==> src/fcsd_pkg.sv <==
// Constants and types shared by the flash command decoder and its host end.
package fcsd_pkg;
  localparam int ADDR_W = 16;
  localparam int DEC_W = 12;
  localparam logic [11:0] ADDR_UNLOCK1 = 12'h555;
  localparam logic [11:0] ADDR_UNLOCK2 = 12'hAAA;
  localparam logic [7:0] CMD_UNLOCK1 = 8'hAA;
  localparam logic [7:0] CMD_UNLOCK2 = 8'h55;
  localparam logic [7:0] CMD_IDENT = 8'h90;
  localparam logic [7:0] CMD_PROGRAM = 8'hA0;
  localparam logic [7:0] CMD_ERASE = 8'h80;
  localparam logic [7:0] CMD_SECTOR = 8'h30;
  localparam logic [7:0] CMD_BULK = 8'h10;
  localparam logic [7:0] CMD_SUSPEND = 8'hB0;
  localparam logic [7:0] CMD_RESET = 8'hF0;
  localparam logic [7:0] CMD_BYPASS = 8'h20;
  localparam logic [7:0] CMD_BYP_EXIT = 8'h00;
  localparam logic [7:0] PROT_YES = 8'h01;
  localparam logic [7:0] PROT_NO = 8'h00;
  localparam logic [2:0] QRY_IDENT = 3'h1;
  localparam logic [2:0] QRY_PROT = 3'h2;
  localparam int CLK_MHZ = 50;
  localparam int ERASE_WIN_US = 80;
  localparam int ERASE_WIN_CYC = ERASE_WIN_US * CLK_MHZ;
  localparam int TIMEOUT_CYC_DEF = 1000;
  localparam int OP_CYC_DEF = 64;
  typedef enum logic [1:0] {
    FCSD_CMD_NONE = 2'h0,
    FCSD_CMD_PROG = 2'h1,
    FCSD_CMD_SERASE = 2'h2,
    FCSD_CMD_BERASE = 2'h3
  } fcsd_cmd_t;
endpackage : fcsd_pkg

==> src/fcsd_bus_if.sv <==
// Parallel flash bus between host controller and decoder.
`timescale 1ns/1ns
`default_nettype none
interface fcsd_bus_if;
  logic [15:0] addr;
  logic [7:0] wdata;
  logic [7:0] rdata;
  logic write_strobe_pin_n;
  logic rd_n;
  logic [7:0] primary_sector_selects;
  logic [3:0] secondary_sector_selects;
  logic busy_indicator_pin;
  modport device (
    input addr, wdata, write_strobe_pin_n, rd_n,
    input primary_sector_selects, secondary_sector_selects,
    output rdata, busy_indicator_pin
  );
  modport host (
    output addr, wdata, write_strobe_pin_n, rd_n,
    output primary_sector_selects, secondary_sector_selects,
    input rdata, busy_indicator_pin
  );
endinterface : fcsd_bus_if
`default_nettype wire

==> src/fcsd_sync.sv <==
// Two-flop synchroniser for pin inputs, one per bit.
`timescale 1ns/1ns
`default_nettype none
module fcsd_sync #(
  parameter int W = 1
) (
  // Clock, reset, enable.
  input wire logic mclk,
  input wire logic sys_rst,
  input wire logic clk_en,
  // Data.
  input wire logic [W-1:0] d,
  output logic [W-1:0] q
);
  logic [W-1:0] s1_r;
  logic [W-1:0] s2_r;
  always_ff @(posedge mclk or posedge sys_rst) begin
    if (sys_rst) begin
      s1_r <= '0;
      s2_r <= '0;
    end else if (clk_en) begin
      s1_r <= d;
      s2_r <= s1_r;
    end
  end
  assign q = s2_r;
endmodule : fcsd_sync
`default_nettype wire

==> src/fcsd_device.sv <==
// Flash command sequence decoder, device end.
`timescale 1ns/1ns
`default_nettype none
module fcsd_device #(
  parameter int TIMEOUT_CYC = fcsd_pkg::TIMEOUT_CYC_DEF,
  parameter int OP_CYC = fcsd_pkg::OP_CYC_DEF,
  parameter logic [7:0] IDENT_CODE = 8'h5A
) (
  // Clock, reset, enable.
  input wire logic mclk,
  input wire logic sys_rst,
  input wire logic clk_en,
  // Flash bus.
  fcsd_bus_if.device bus,
  // Array side.
  input wire logic [7:0] array_rdata,
  input wire logic [7:0] prim_protect,
  input wire logic [3:0] sec_protect,
  output logic exec_valid,
  output logic [1:0] exec_cmd,
  output logic exec_secondary,
  output logic [15:0] exec_addr,
  output logic [7:0] exec_data,
  output logic [11:0] exec_sectors,
  output logic error_status_bit
);
  import fcsd_pkg::*;
  if (TIMEOUT_CYC < 2 || OP_CYC < 2) begin : g_bad_counts
    $error("fcsd_device: counts too small");
  end
  // IDENT_CODE default is arbitrary.

  typedef enum logic [10:0] {
    S_READ = 11'h001, S_U1 = 11'h002, S_U2 = 11'h004, S_E1 = 11'h008,
    S_E2 = 11'h010, S_E3 = 11'h020, S_PROG = 11'h040, S_QUERY = 11'h080,
    S_BYP = 11'h100, S_BPROG = 11'h200, S_BEXIT = 11'h400
  } fcsd_state_t;

  ////////////////////////////////////////////////////////////////////////////
  logic [15:0] a_s;
  logic [7:0] d_s;
  logic wr_s;
  logic rd_s;
  logic [11:0] sel_s;
  fcsd_sync #(.W(38)) u_sync (
    .mclk(mclk), .sys_rst(sys_rst), .clk_en(clk_en),
    .d({bus.addr, bus.wdata, ~bus.write_strobe_pin_n, ~bus.rd_n,
        bus.secondary_sector_selects, bus.primary_sector_selects}),
    .q({a_s, d_s, wr_s, rd_s, sel_s})
  );

  fcsd_state_t st_r, st_nxt;
  logic wr_d_r;
  logic [15:0] wa_r;
  logic byp_r, susp_r, sec_act_r, bulk_r, qsec_r;
  logic [31:0] to_r, op_r, win_r;
  logic [7:0] pdata_r;
  logic [11:0] esel_r;

  // Strobes cross inverted so the synchroniser's reset level reads as idle
  // and no false strobe edge follows reset.
  wire wr_n_s = !wr_s;
  wire rd_n_s = !rd_s;
  wire wr_fall = wr_d_r && !wr_n_s;
  wire wr_rise = !wr_d_r && wr_n_s;
  wire [11:0] la = wa_r[11:0];
  wire prim_any = |sel_s[7:0];
  wire sec_any = |sel_s[11:8];
  wire flash_sel = prim_any || sec_any;
  wire even_a = !wa_r[0];
  wire busy = op_r != 0;
  wire is_u1 = d_s == CMD_UNLOCK1 && la == ADDR_UNLOCK1;
  wire is_u2 = d_s == CMD_UNLOCK2 && la == ADDR_UNLOCK2;
  wire at555 = la == ADDR_UNLOCK1;
  wire wr_ev = wr_rise && flash_sel;
  wire timed_out = to_r == 1 && st_r != S_READ && st_r != S_BYP;
  wire [11:0] prot_vec = {sec_protect, prim_protect};
  wire sel_prot = |(prot_vec & sel_s);
  wire in_win = win_r != 0;
  wire [2:0] qry_sel = {a_s[6], a_s[1:0]};

  ////////////////////////////////////////////////////////////////////////////
  logic fire;
  fcsd_cmd_t fcmd;
  always_comb begin
    st_nxt = st_r;
    fire = 1'b0;
    fcmd = FCSD_CMD_NONE;
    if (timed_out) begin
      st_nxt = byp_r ? S_BYP : S_READ;
    end else if (wr_ev) begin
      st_nxt = byp_r ? S_BYP : S_READ;
      case (st_r)
        S_READ, S_QUERY: begin
          if (is_u1) st_nxt = S_U1;
          else if (d_s == CMD_SECTOR && in_win && sec_act_r && !susp_r) begin
            fire = 1'b1;
            fcmd = FCSD_CMD_SERASE;
          end
        end
        S_U1: if (is_u2) st_nxt = S_U2;
        S_U2: begin
          if (at555 && d_s == CMD_IDENT) st_nxt = S_QUERY;
          else if (at555 && d_s == CMD_PROGRAM) st_nxt = S_PROG;
          else if (at555 && d_s == CMD_ERASE && !susp_r) st_nxt = S_E1;
          else if (at555 && d_s == CMD_BYPASS) st_nxt = S_BYP;
        end
        S_E1: if (is_u1) st_nxt = S_E2;
        S_E2: if (is_u2) st_nxt = S_E3;
        S_E3: begin
          if (d_s == CMD_SECTOR) begin
            fire = 1'b1;
            fcmd = FCSD_CMD_SERASE;
          end else if (d_s == CMD_BULK && at555) begin
            fire = 1'b1;
            fcmd = FCSD_CMD_BERASE;
          end
        end
        S_PROG, S_BPROG: begin
          fire = 1'b1;
          fcmd = FCSD_CMD_PROG;
        end
        S_BYP: begin
          if (d_s == CMD_PROGRAM && even_a) st_nxt = S_BPROG;
          else if (d_s == CMD_IDENT && even_a) st_nxt = S_BEXIT;
        end
        S_BEXIT: begin
          if (d_s == CMD_BYP_EXIT && even_a) st_nxt = S_READ;
        end
        default: st_nxt = S_READ;
      endcase
      if (st_r != S_BEXIT && st_r != S_PROG && st_r != S_BPROG && even_a) begin
        if (d_s == CMD_RESET) st_nxt = byp_r ? S_BYP : S_READ;
      end
    end
  end

  // Program in a suspended sector or a protected sector is dropped.
  wire prog_ok = !(susp_r && |(esel_r & sel_s)) && !sel_prot;
  // An appended sector joins the running erase instead of waiting for it.
  wire grow = fcmd == FCSD_CMD_SERASE && sec_act_r;
  wire go = fire && (!busy || grow)
            && (fcmd != FCSD_CMD_PROG || prog_ok);
  wire do_susp = wr_ev && st_r == S_READ && d_s == CMD_SUSPEND && even_a
                 && busy && sec_act_r;
  wire do_res = wr_ev && st_r == S_READ && d_s == CMD_SECTOR && even_a
                && susp_r;

  ////////////////////////////////////////////////////////////////////////////
  always_ff @(posedge mclk or posedge sys_rst) begin
    if (sys_rst) begin
      st_r <= S_READ;
      wr_d_r <= 1'b1;
      wa_r <= '0;
      byp_r <= 1'b0;
      to_r <= '0;
    end else if (clk_en) begin
      wr_d_r <= wr_n_s;
      if (wr_fall) wa_r <= a_s;
      st_r <= st_nxt;
      if (st_nxt == S_BYP) byp_r <= 1'b1;
      else if (st_nxt == S_READ) byp_r <= 1'b0;
      if (wr_ev) to_r <= 32'(TIMEOUT_CYC);
      else if (to_r != 0) to_r <= to_r - 32'd1;
    end
  end

  always_ff @(posedge mclk or posedge sys_rst) begin
    if (sys_rst) begin
      op_r <= '0;
      win_r <= '0;
      susp_r <= 1'b0;
      sec_act_r <= 1'b0;
      bulk_r <= 1'b0;
      esel_r <= '0;
      pdata_r <= 8'hFF;
      error_status_bit <= 1'b0;
    end else if (clk_en) begin
      if (go) begin
        op_r <= 32'(OP_CYC);
        pdata_r <= (fcmd == FCSD_CMD_PROG) ? d_s : 8'hFF;
        sec_act_r <= fcmd == FCSD_CMD_SERASE;
        bulk_r <= fcmd == FCSD_CMD_BERASE;
        esel_r <= (fcmd == FCSD_CMD_SERASE) ? (esel_r | sel_s) : '0;
        if (fcmd == FCSD_CMD_SERASE) win_r <= 32'(ERASE_WIN_CYC);
      end else if (do_susp) begin
        susp_r <= 1'b1;
      end else if (do_res) begin
        susp_r <= 1'b0;
      end else if (!susp_r && op_r != 0) begin
        op_r <= op_r - 32'd1;
      end
      if (!go && win_r != 0) win_r <= win_r - 32'd1;
      if (op_r == 32'd1 && !susp_r) sec_act_r <= 1'b0;
      if (fire && !go) error_status_bit <= 1'b1;
      else if (wr_ev && d_s == CMD_RESET) error_status_bit <= 1'b0;
    end
  end

  ////////////////////////////////////////////////////////////////////////////
  always_ff @(posedge mclk or posedge sys_rst) begin
    if (sys_rst) begin
      bus.rdata <= '0;
      bus.busy_indicator_pin <= 1'b1;
      exec_valid <= 1'b0;
      exec_cmd <= '0;
      exec_secondary <= 1'b0;
      exec_addr <= '0;
      exec_data <= '0;
      exec_sectors <= '0;
    end else if (clk_en) begin
      bus.busy_indicator_pin <= !(busy && !susp_r);
      exec_valid <= go;
      if (go) begin
        exec_cmd <= fcmd;
        exec_secondary <= !prim_any;
        exec_addr <= wa_r;
        exec_data <= d_s;
        exec_sectors <= sel_s;
      end
      if (!rd_n_s && flash_sel) begin
        if (st_r == S_QUERY && qry_sel == QRY_IDENT && prim_any)
          bus.rdata <= IDENT_CODE;
        else if (st_r == S_QUERY && qry_sel == QRY_PROT)
          bus.rdata <= sel_prot ? PROT_YES : PROT_NO;
        else if (busy && !susp_r)
          bus.rdata <= {~pdata_r[7], 1'b0, error_status_bit, 5'h00};
        else
          bus.rdata <= array_rdata;
      end
    end
  end
  // Query reads decode the read address itself, so no write is needed to
  // pick between identifier and protection.
endmodule : fcsd_device
`default_nettype wire

==> src/flat_wrapper.sv <==
// flat-port wrapper written by rule: the top's interface ports become plain ports
module fcsd_device_flat import fcsd_pkg::*;
#(
  parameter int TIMEOUT_CYC = fcsd_pkg::TIMEOUT_CYC_DEF,
  parameter int OP_CYC = fcsd_pkg::OP_CYC_DEF,
  parameter logic [7:0] IDENT_CODE = 8'h5A
)
  (mclk, sys_rst, clk_en, array_rdata, prim_protect, sec_protect, exec_valid, exec_cmd, exec_secondary, exec_addr, exec_data, exec_sectors, error_status_bit, bus_addr, bus_wdata, bus_write_strobe_pin_n, bus_rd_n, bus_primary_sector_selects, bus_secondary_sector_selects, bus_rdata, bus_busy_indicator_pin);
  fcsd_bus_if bus_i ();
  input wire logic mclk;
  input wire logic sys_rst;
  input wire logic clk_en;
  input wire logic [7:0] array_rdata;
  input wire logic [7:0] prim_protect;
  input wire logic [3:0] sec_protect;
  output logic exec_valid;
  output logic [1:0] exec_cmd;
  output logic exec_secondary;
  output logic [15:0] exec_addr;
  output logic [7:0] exec_data;
  output logic [11:0] exec_sectors;
  output logic error_status_bit;
  input wire logic [$bits(bus_i.addr)-1:0] bus_addr;
  input wire logic [$bits(bus_i.wdata)-1:0] bus_wdata;
  input wire logic [$bits(bus_i.write_strobe_pin_n)-1:0] bus_write_strobe_pin_n;
  input wire logic [$bits(bus_i.rd_n)-1:0] bus_rd_n;
  input wire logic [$bits(bus_i.primary_sector_selects)-1:0] bus_primary_sector_selects;
  input wire logic [$bits(bus_i.secondary_sector_selects)-1:0] bus_secondary_sector_selects;
  output wire logic [$bits(bus_i.rdata)-1:0] bus_rdata;
  output wire logic [$bits(bus_i.busy_indicator_pin)-1:0] bus_busy_indicator_pin;
  assign bus_i.addr = bus_addr;
  assign bus_i.wdata = bus_wdata;
  assign bus_i.write_strobe_pin_n = bus_write_strobe_pin_n;
  assign bus_i.rd_n = bus_rd_n;
  assign bus_i.primary_sector_selects = bus_primary_sector_selects;
  assign bus_i.secondary_sector_selects = bus_secondary_sector_selects;
  assign bus_rdata = bus_i.rdata;
  assign bus_busy_indicator_pin = bus_i.busy_indicator_pin;
  fcsd_device #(.TIMEOUT_CYC(TIMEOUT_CYC), .OP_CYC(OP_CYC), .IDENT_CODE(IDENT_CODE)) u_core (.mclk(mclk), .sys_rst(sys_rst), .clk_en(clk_en), .bus(bus_i), .array_rdata(array_rdata), .prim_protect(prim_protect), .sec_protect(sec_protect), .exec_valid(exec_valid), .exec_cmd(exec_cmd), .exec_secondary(exec_secondary), .exec_addr(exec_addr), .exec_data(exec_data), .exec_sectors(exec_sectors), .error_status_bit(error_status_bit));
endmodule
==> config.mk <==
export PLATFORM = sky130hd
export DESIGN_NAME = fcsd_device_flat
export DESIGN_NICKNAME = d
export VERILOG_FILES = /design/src/fcsd_pkg.sv /design/src/fcsd_bus_if.sv /design/src/fcsd_sync.sv /design/src/fcsd_device.sv /design/src/flat_wrapper.sv
export SDC_FILE = /design/constraint.sdc
export NUM_CORES = 1
export LEC_CHECK = 0
export BUFFER_PORTS_ARGS = -buffer_cell sky130_fd_sc_hd__buf_2
export CAP_MARGIN = 20
export CORE_AREA = 10 10 215 156
export DETAILED_ROUTE_END_ITERATION = 10
export DIE_AREA = 0 0 225 166
export PLACE_DENSITY_LB_ADDON = 0.1
export SLEW_MARGIN = 20
export SYNTH_ARGS = -nofsm -noshare
export SYNTH_HDL_FRONTEND = slang
export SYNTH_HIERARCHICAL = 1
export SYNTH_SLANG_ARGS = --single-unit
==> constraint.sdc <==
create_clock -name mclk -period 11.2 [get_ports mclk]
set_clock_uncertainty 0.15 [all_clocks]
set_input_delay 1.12 -clock mclk [delete_from_list [all_inputs] [get_ports mclk]]
set_output_delay 1.12 -clock mclk [all_outputs]
set_load 0.05 [all_outputs]
==> impl_metrics.ini, run 1 <==
[routing]
via_per_inst = 5.62
vias = 9866
drc = 0
first_pass_iters = 5
wire_per_inst_um = 19.1
drt_wl_total_um = 33600
antenna_left = 0
first_iter_violations = 840

[logic_synthesis]
netlist_area_um2 = 13000
yosys_warnings = 6
yosysTopAreaCellShare = 0.504
yosys-top-cells-area = dfrtp_1 (50%), nand2_1 (5.0%), mux2_4 (4.6%), mux2_2 (4.5%), nor2_1 (3.3%)
synthTopCellsByCount = dfrtp_1 (262), nand2_1 (172), nor2_1 (116)
synth-edff-count = 0
synth_seq_cells = 266
synthCells = 1258
ys_async_sr_fraction = 1.00
synth.most_common_cell = dfrtp_1
yosysTopAreaCell = dfrtp_1
avgSynthCellArea_um2 = 10.3
ys_types = 78
seq_area_frac_synth = 0.512
ys.flop_type = dfrtp_1
synth_nets = 1325

[clock_tree]
cts.reportedPaths.clkPinSlew_ns = 0.06
clk_path_buf_depth = 3
cts_max_level = 1
clock-root-buffer = clkbuf_16
cts_hold_buf = 0
cts_tree = yes
cts_made_buffers = 28
cts_sinks = 266
postCtsSetupBuffers = 0
ctsResizeCount = 0
clk-insertion-delay-late_ns = 0.57

[floorplanning]
fp.dieW_um = 225
die_h_um = 166
ios = 111
core_um2 = 29500
start_util = 0.441
rows = 53
fp.dieArea_um2 = 37400

[place]
io_buffers = 110
dp_slack_ns = 6.59
routabilityCongestion = 0.911
dp_cells = 1704
dp_hpwl_um = 23400

[critical_path]
cp-end-kind = flop
critical_path_class = reg -> reg
crit_arrival_ns = 4.90
startpoint_type = flop
crit_fanout = 37
cp.required_ns = 11.48

[timing]
worst_pin_slew_ns = 1.19
drv_slew = 0
setup_ws_ns = 6.58
clock.fmax_mhz = 216
setup_viol = 0
hold_viol = 0
rsz0062_at_grt = false
fin_setup_tns_ns = 0
fin_crit_ns = 4.62
fin_crit_sh = 0.413
relSlewSlack = 0.195

[cells_and_area]
fin_cells = 1756
fin_nets = 1416
drive_above_1_share = 0.211
n_fill_cell = 2685
syn2layout_area_growth_pct = 14.4
diodes = 0

[power]
p_per_area_nw_per_um2 = 183
p_leak_nw = 6.87
vdd_ir_drop_max_mv = 0.121

[outcome]
status = completed

[grt]
grt_max_degree = 131
grt_pass1_wl_um = 54600
first_global_vias = 9856
antenna_found_initial = 0
overflow = 0
grt_usage = 0.178

[hold_path]
hp-class = reg -> reg

[job]
maxCapViolCount = 0
==> flip-flops by register name, indices dropped and copies added (netlist names), 11 cells and up <==
signal               flops
u_core/u_sync/s1_r      38
u_core/u_sync/q         38
u_core/wa_r             16
u_core/to_r             32
u_core/op_r             32
u_core/exec_sectors     12
u_core/win_r            32
u_core/st_r             11
u_core/esel_r           12
u_core/exec_addr        16
==> layout make-up <==
class,instances,area [µm²],area share
sequential,266,6660,0.448
timing repair buffer,119,621,0.0417
multi-input combinational,915,6020,0.405
inverter,19,80.1,0.00538
clock inverter,14,205,0.0138
clock buffer,38,798,0.0537
tap,385,482,0.0324
==> critical path, cell delays in order (launching register included) <==
cell and delay, ns:
dfrtp_1 0.43, or4_4 0.58, or4b_4 0.55, nor4_4 0.49
o2111ai_2 0.31, a311o_2 0.64, buf_4 0.33, nor2_1 0.64
buf_4 0.32, a21oi_1 0.06
==> cells in the final DEF, fill, tap and decap left out, types with 11 or more instances in the layout <==
master / Yosys / routed
dfrtp_1: 262 / 262
nand2_1: 172 / 172
nor2_1: 116 / 116
buf_2: 15 / 109
a21oi_1: 55 / 55
mux2_2: 52 / 52
o21ai_0: 48 / 48
or3_1: 41 / 41
nand3_1: 40 / 40
mux2_4: 40 / 40
nor3_1: 36 / 36
clkbuf_16: 0 / 28
xnor2_1: 28 / 28
or4_1: 26 / 26
xor2_1: 25 / 25
nor4_1: 24 / 24
nand4_1: 18 / 18
inv_1: 19 / 17
nand3b_1: 11 / 11
o41ai_1: 11 / 11
==> power by group <==
group	leakage (nW)	switching [W]	internal (W)
Sequential	3.41	0.000159	0.00109
Combinational	2.97	0.000260	0.000214
Clock	0.481	0.000396	0.000594
Total	6.87	0.000816	0.00190
==> final timing paths <==
path	start	end	slack [ns]	depth (start not counted)
max in group asynchronous	sys_rst	u_core/op_r[23]	8.90	3
hold reg to reg	u_core/exec_data[7]	u_core/exec_data[7]	0.32	2
setup / recovery	u_core/op_r[17]	u_core/win_r[14]	6.58	9
setup reg to reg	u_core/op_r[17]	u_core/win_r[14]	6.58	9
hold / removal	u_core/exec_data[7]	u_core/exec_data[7]	0.32	2
min in group asynchronous	sys_rst	u_core/wa_r[5]	0.61	2
==> layer usage <==
metal  vias up  track usage  share of wire
li1       4731            -              -
met1      4823        0.270           0.50
met2       267        0.248           0.41
met3        45       0.0441          0.071
met4         0       0.0380          0.018
met5         -            0              0
==> stage by stage <==
| stage | total power, W | util | hold WS (ns) | instance area (µm²) |
|---|---|---|---|---|
| floorplan | 0.00159 | - | 0.278 | 13000 |
| global placement | 0.00173 | 0.470 | 0.305 | 13900 |
| detailed placement | 0.00174 | 0.470 | 0.308 | 13900 |
| CTS | 0.00275 | 0.504 | 0.319 | 14900 |
| global route | 0.00286 | 0.504 | 0.345 | 14900 |
| finish | 0.00272 | 0.504 | 0.316 | 14900 |
==> kinds of logic after synthesis <==
family | synth area share
adder cells (fa/ha/maj) | 0.00577
XOR/XNOR | 0.0357
AND/OR/NAND/NOR | 0.219
multiplexers | 0.0959
buffers and inverters | 0.0271
AO/OA/AOI/OAI | 0.104
flip-flops | 0.512
No activity file was read; power rests on OpenSTA's default activity.
==> run 2: changes to the inputs <==
ABC_AREA = 1   (was not set)
CORE_AREA = 10 10 223 162   (was 10 10 215 156)
DIE_AREA = 0 0 233 172   (was 0 0 225 166)
clock period = 4.35 ns   (was 11.2 ns; I/O delays follow)
==> run 2 against run 1 <==
Compared with the run above:
- total power rose to 2.5 times the previous value
- cell count rose by 41%
- synthesized cell count increased by 50%
- clock power grew to 2.8 times the previous value
- largest cell class unchanged
- largest power group unchanged
==> impl_metrics.ini, run 2 <==
[outcome]
status = completed

[grt]
antenna_found_initial = 0
first_global_vias = 11900
overflow = 0
grt_max_degree = 104
grt_pass1_wl_um = 63100
grt_usage = 0.192

[cells_and_area]
syn2layout_area_growth_pct = 16.9
layout_common_cells = nand2_1 (541), dfrtp_1 (262), inv_1 (259), nor2_1 (254)
fin_nets = 2091
drive_above_1_share = 0.118
diodes = 0
final_common_cell = nand2_1
fin_cells = 2474

[floorplanning]
ios = 111
fp.dieW_um = 233
die_h_um = 172
core_um2 = 31800
rows = 55
fp.dieArea_um2 = 40100
start_util = 0.444

[critical_path]
regToRegSetupSlack_ns = 0.99
crit_arrival_ns = 3.65
cp-end-kind = flop
rr_worst_depth = 15
cpPeakStageDelay_ns = 0.42
crit_fanout = 17
slowest_stage = dfrtp_1
crit_start = u_core/op_r[18]
cp.required_ns = 4.65
rr_endpoint = u_core/op_r[22]
cp_cell_sequence = inv_2 -> nand2_1 -> nor2_1 -> nand2_1 -> nor3_2 -> nand3_1 -> nand2_1 -> nor2_1 -> nand2_2 -> inv_2 -> nand2_1 -> nor3_1 -> or2_0 -> nand3_1 -> inv_1
critical_path_class = reg -> reg
startpoint_type = flop
worst_path_most_repeated_cell = nand2_1
r2r_start = u_core/op_r[18]

[logic_synthesis]
ys.flop_type = dfrtp_1
ys_types = 56
netlist_area_um2 = 14100
synth_seq_cells = 266
seq_area_frac_synth = 0.472
yosysTopAreaCellShare = 0.465
yosys_warnings = 6
yosysTopAreaCell = dfrtp_1
yosys-top-cells-area = dfrtp_1 (46%), nand2_1 (14%), inv_1 (6.9%), nor2_1 (6.8%), nand3_1 (3.9%)
synth-edff-count = 0
synthTopCellsByCount = nand2_1 (541), dfrtp_1 (262), inv_1 (261)
synth.most_common_cell = nand2_1
synthCells = 1881
ys_async_sr_fraction = 1.00
synth_nets = 1948
avgSynthCellArea_um2 = 7.50

[routing]
vias = 12400
top_layer = met4
via_per_inst = 5.00
antenna_left = 0
drc = 0
wl_met2_um = 16600
wl_met1_um = 19000
first_iter_violations = 1057
first_pass_iters = 6
drt_wl_total_um = 37700
wl_met3_um = 1590
wire_per_inst_um = 15.2

[clock_tree]
cts_max_level = 1
clk_path_buf_depth = 3
clock-root-buffer = clkbuf_16
cts_made_buffers = 29
cts_tree = yes
postCtsSetupBuffers = 0
clk-insertion-delay-late_ns = 0.57
cts.reportedPaths.clkPinSlew_ns = 0.06
cts_sinks = 266

[place]
dp_hpwl_um = 26800
routabilityCongestion = 0.880
io_buffers = 110
dp_cells = 2377

[hold_path]
min_to = u_core/bus.rdata[2]
holdPathStages = 3
hold_start = array_rdata[2]
hp-class = in -> reg

[timing]
fin_crit_sh = 0.772
fin_crit_ns = 3.36
clock.fmax_mhz = 298
relSlewSlack = 0.305
drv_slew = 0
worst_pin_slew_ns = 1.04
rsz0062_at_grt = false
fin_setup_tns_ns = 0
setup_viol = 0
hold_viol = 0

[job]
maxCapViolCount = 0

[power]
p_leak_nw = 8.88
vdd_ir_drop_max_mv = 0.295
p_per_area_nw_per_um2 = 414
-- run 2: logic make-up (layout without fill, tap and decap cells) --
logic type,after synthesis,after routing,share of synthesized area
xor gates and xnor gates,31,31,0.0193
muxes,11,11,0.00816
AOI/OAI and AO/OA,175,175,0.0707
and+or+nand+nor,1069,1069,0.328
DFF,266,266,0.472
buffers and inverters,323,489,0.0960
adders and majority gates,6,6,0.00532
-- run 2: worst max-delay path, delay by kind of cell, from the launching register on --
family	cells	cell delay [ns]
flops	1	0.42
buf+inv	3	0.36
simple gates	12	2.32
-- run 2: worst max path at each step --
stage / cells past startpoint / endpoint / slack (ns)
6_report: 15 / u_core/op_r[22] / 0.99
5_1_grt: 15 / u_core/op_r[22] / 0.66
4_1_cts: 15 / u_core/op_r[22] / 1.03
3_5_place_dp: 15 / u_core/op_r[22] / 1.05
3_3_place_gp: 15 / u_core/op_r[22] / 1.05
2_1_floorplan: 1 / u_core/bus.rdata[0] / 1.32
-- run 2: metal layers --
metal	global-route usage	vias up
li1	-	6234
met1	0.282	5832
met2	0.295	250
met3	0.0278	44
met4	0.0366	0
met5	0	-
-- run 2: timing repair --
| action | CTS | global route |
|---|---|---|
| hold endpoints to repair | 151 | 0 |
| hold buffers | 43 | 0 |
| gates resized for setup | 0 | 0 |
-- run 2: report_power, final --
| part | leakage (nW) | total [W] | internal (W) | switching (W) |
|---|---|---|---|---|
| combinational | 5.12 | 0.00110 | 0.000367 | 0.000730 |
| sequential | 3.24 | 0.00299 | 0.00275 | 0.000243 |
| clock | 0.525 | 0.00274 | 0.00168 | 0.00106 |
| total | 8.88 | 0.00683 | 0.00480 | 0.00203 |
-- run 2: through the flow --
step	setup WS (ns)	cell area, µm²	hold WS, ns	utilization	power [W]
after global routing	0.660	16500	0.0582	0.519	0.00719
final	0.993	16500	0.0491	0.519	0.00683
after CTS	1.03	16500	0.0286	0.519	0.00690
after global placement	1.05	15000	0.224	0.471	0.00407
after detailed placement	1.05	15000	0.226	0.471	0.00409
after floorplan	1.32	14100	0.288	-	0.00378
-- run 2: cell type report --
type                            instances  area [µm²]
Sequential cell                       266        6660
Inverter                              270        1020
Multi-Input combinational cell       1292        6090
Clock buffer                           37         816
Tap cell                              427         534
Timing Repair Buffer                  165        1110
Clock inverter                         17         255
Fill cell                            3154       15300
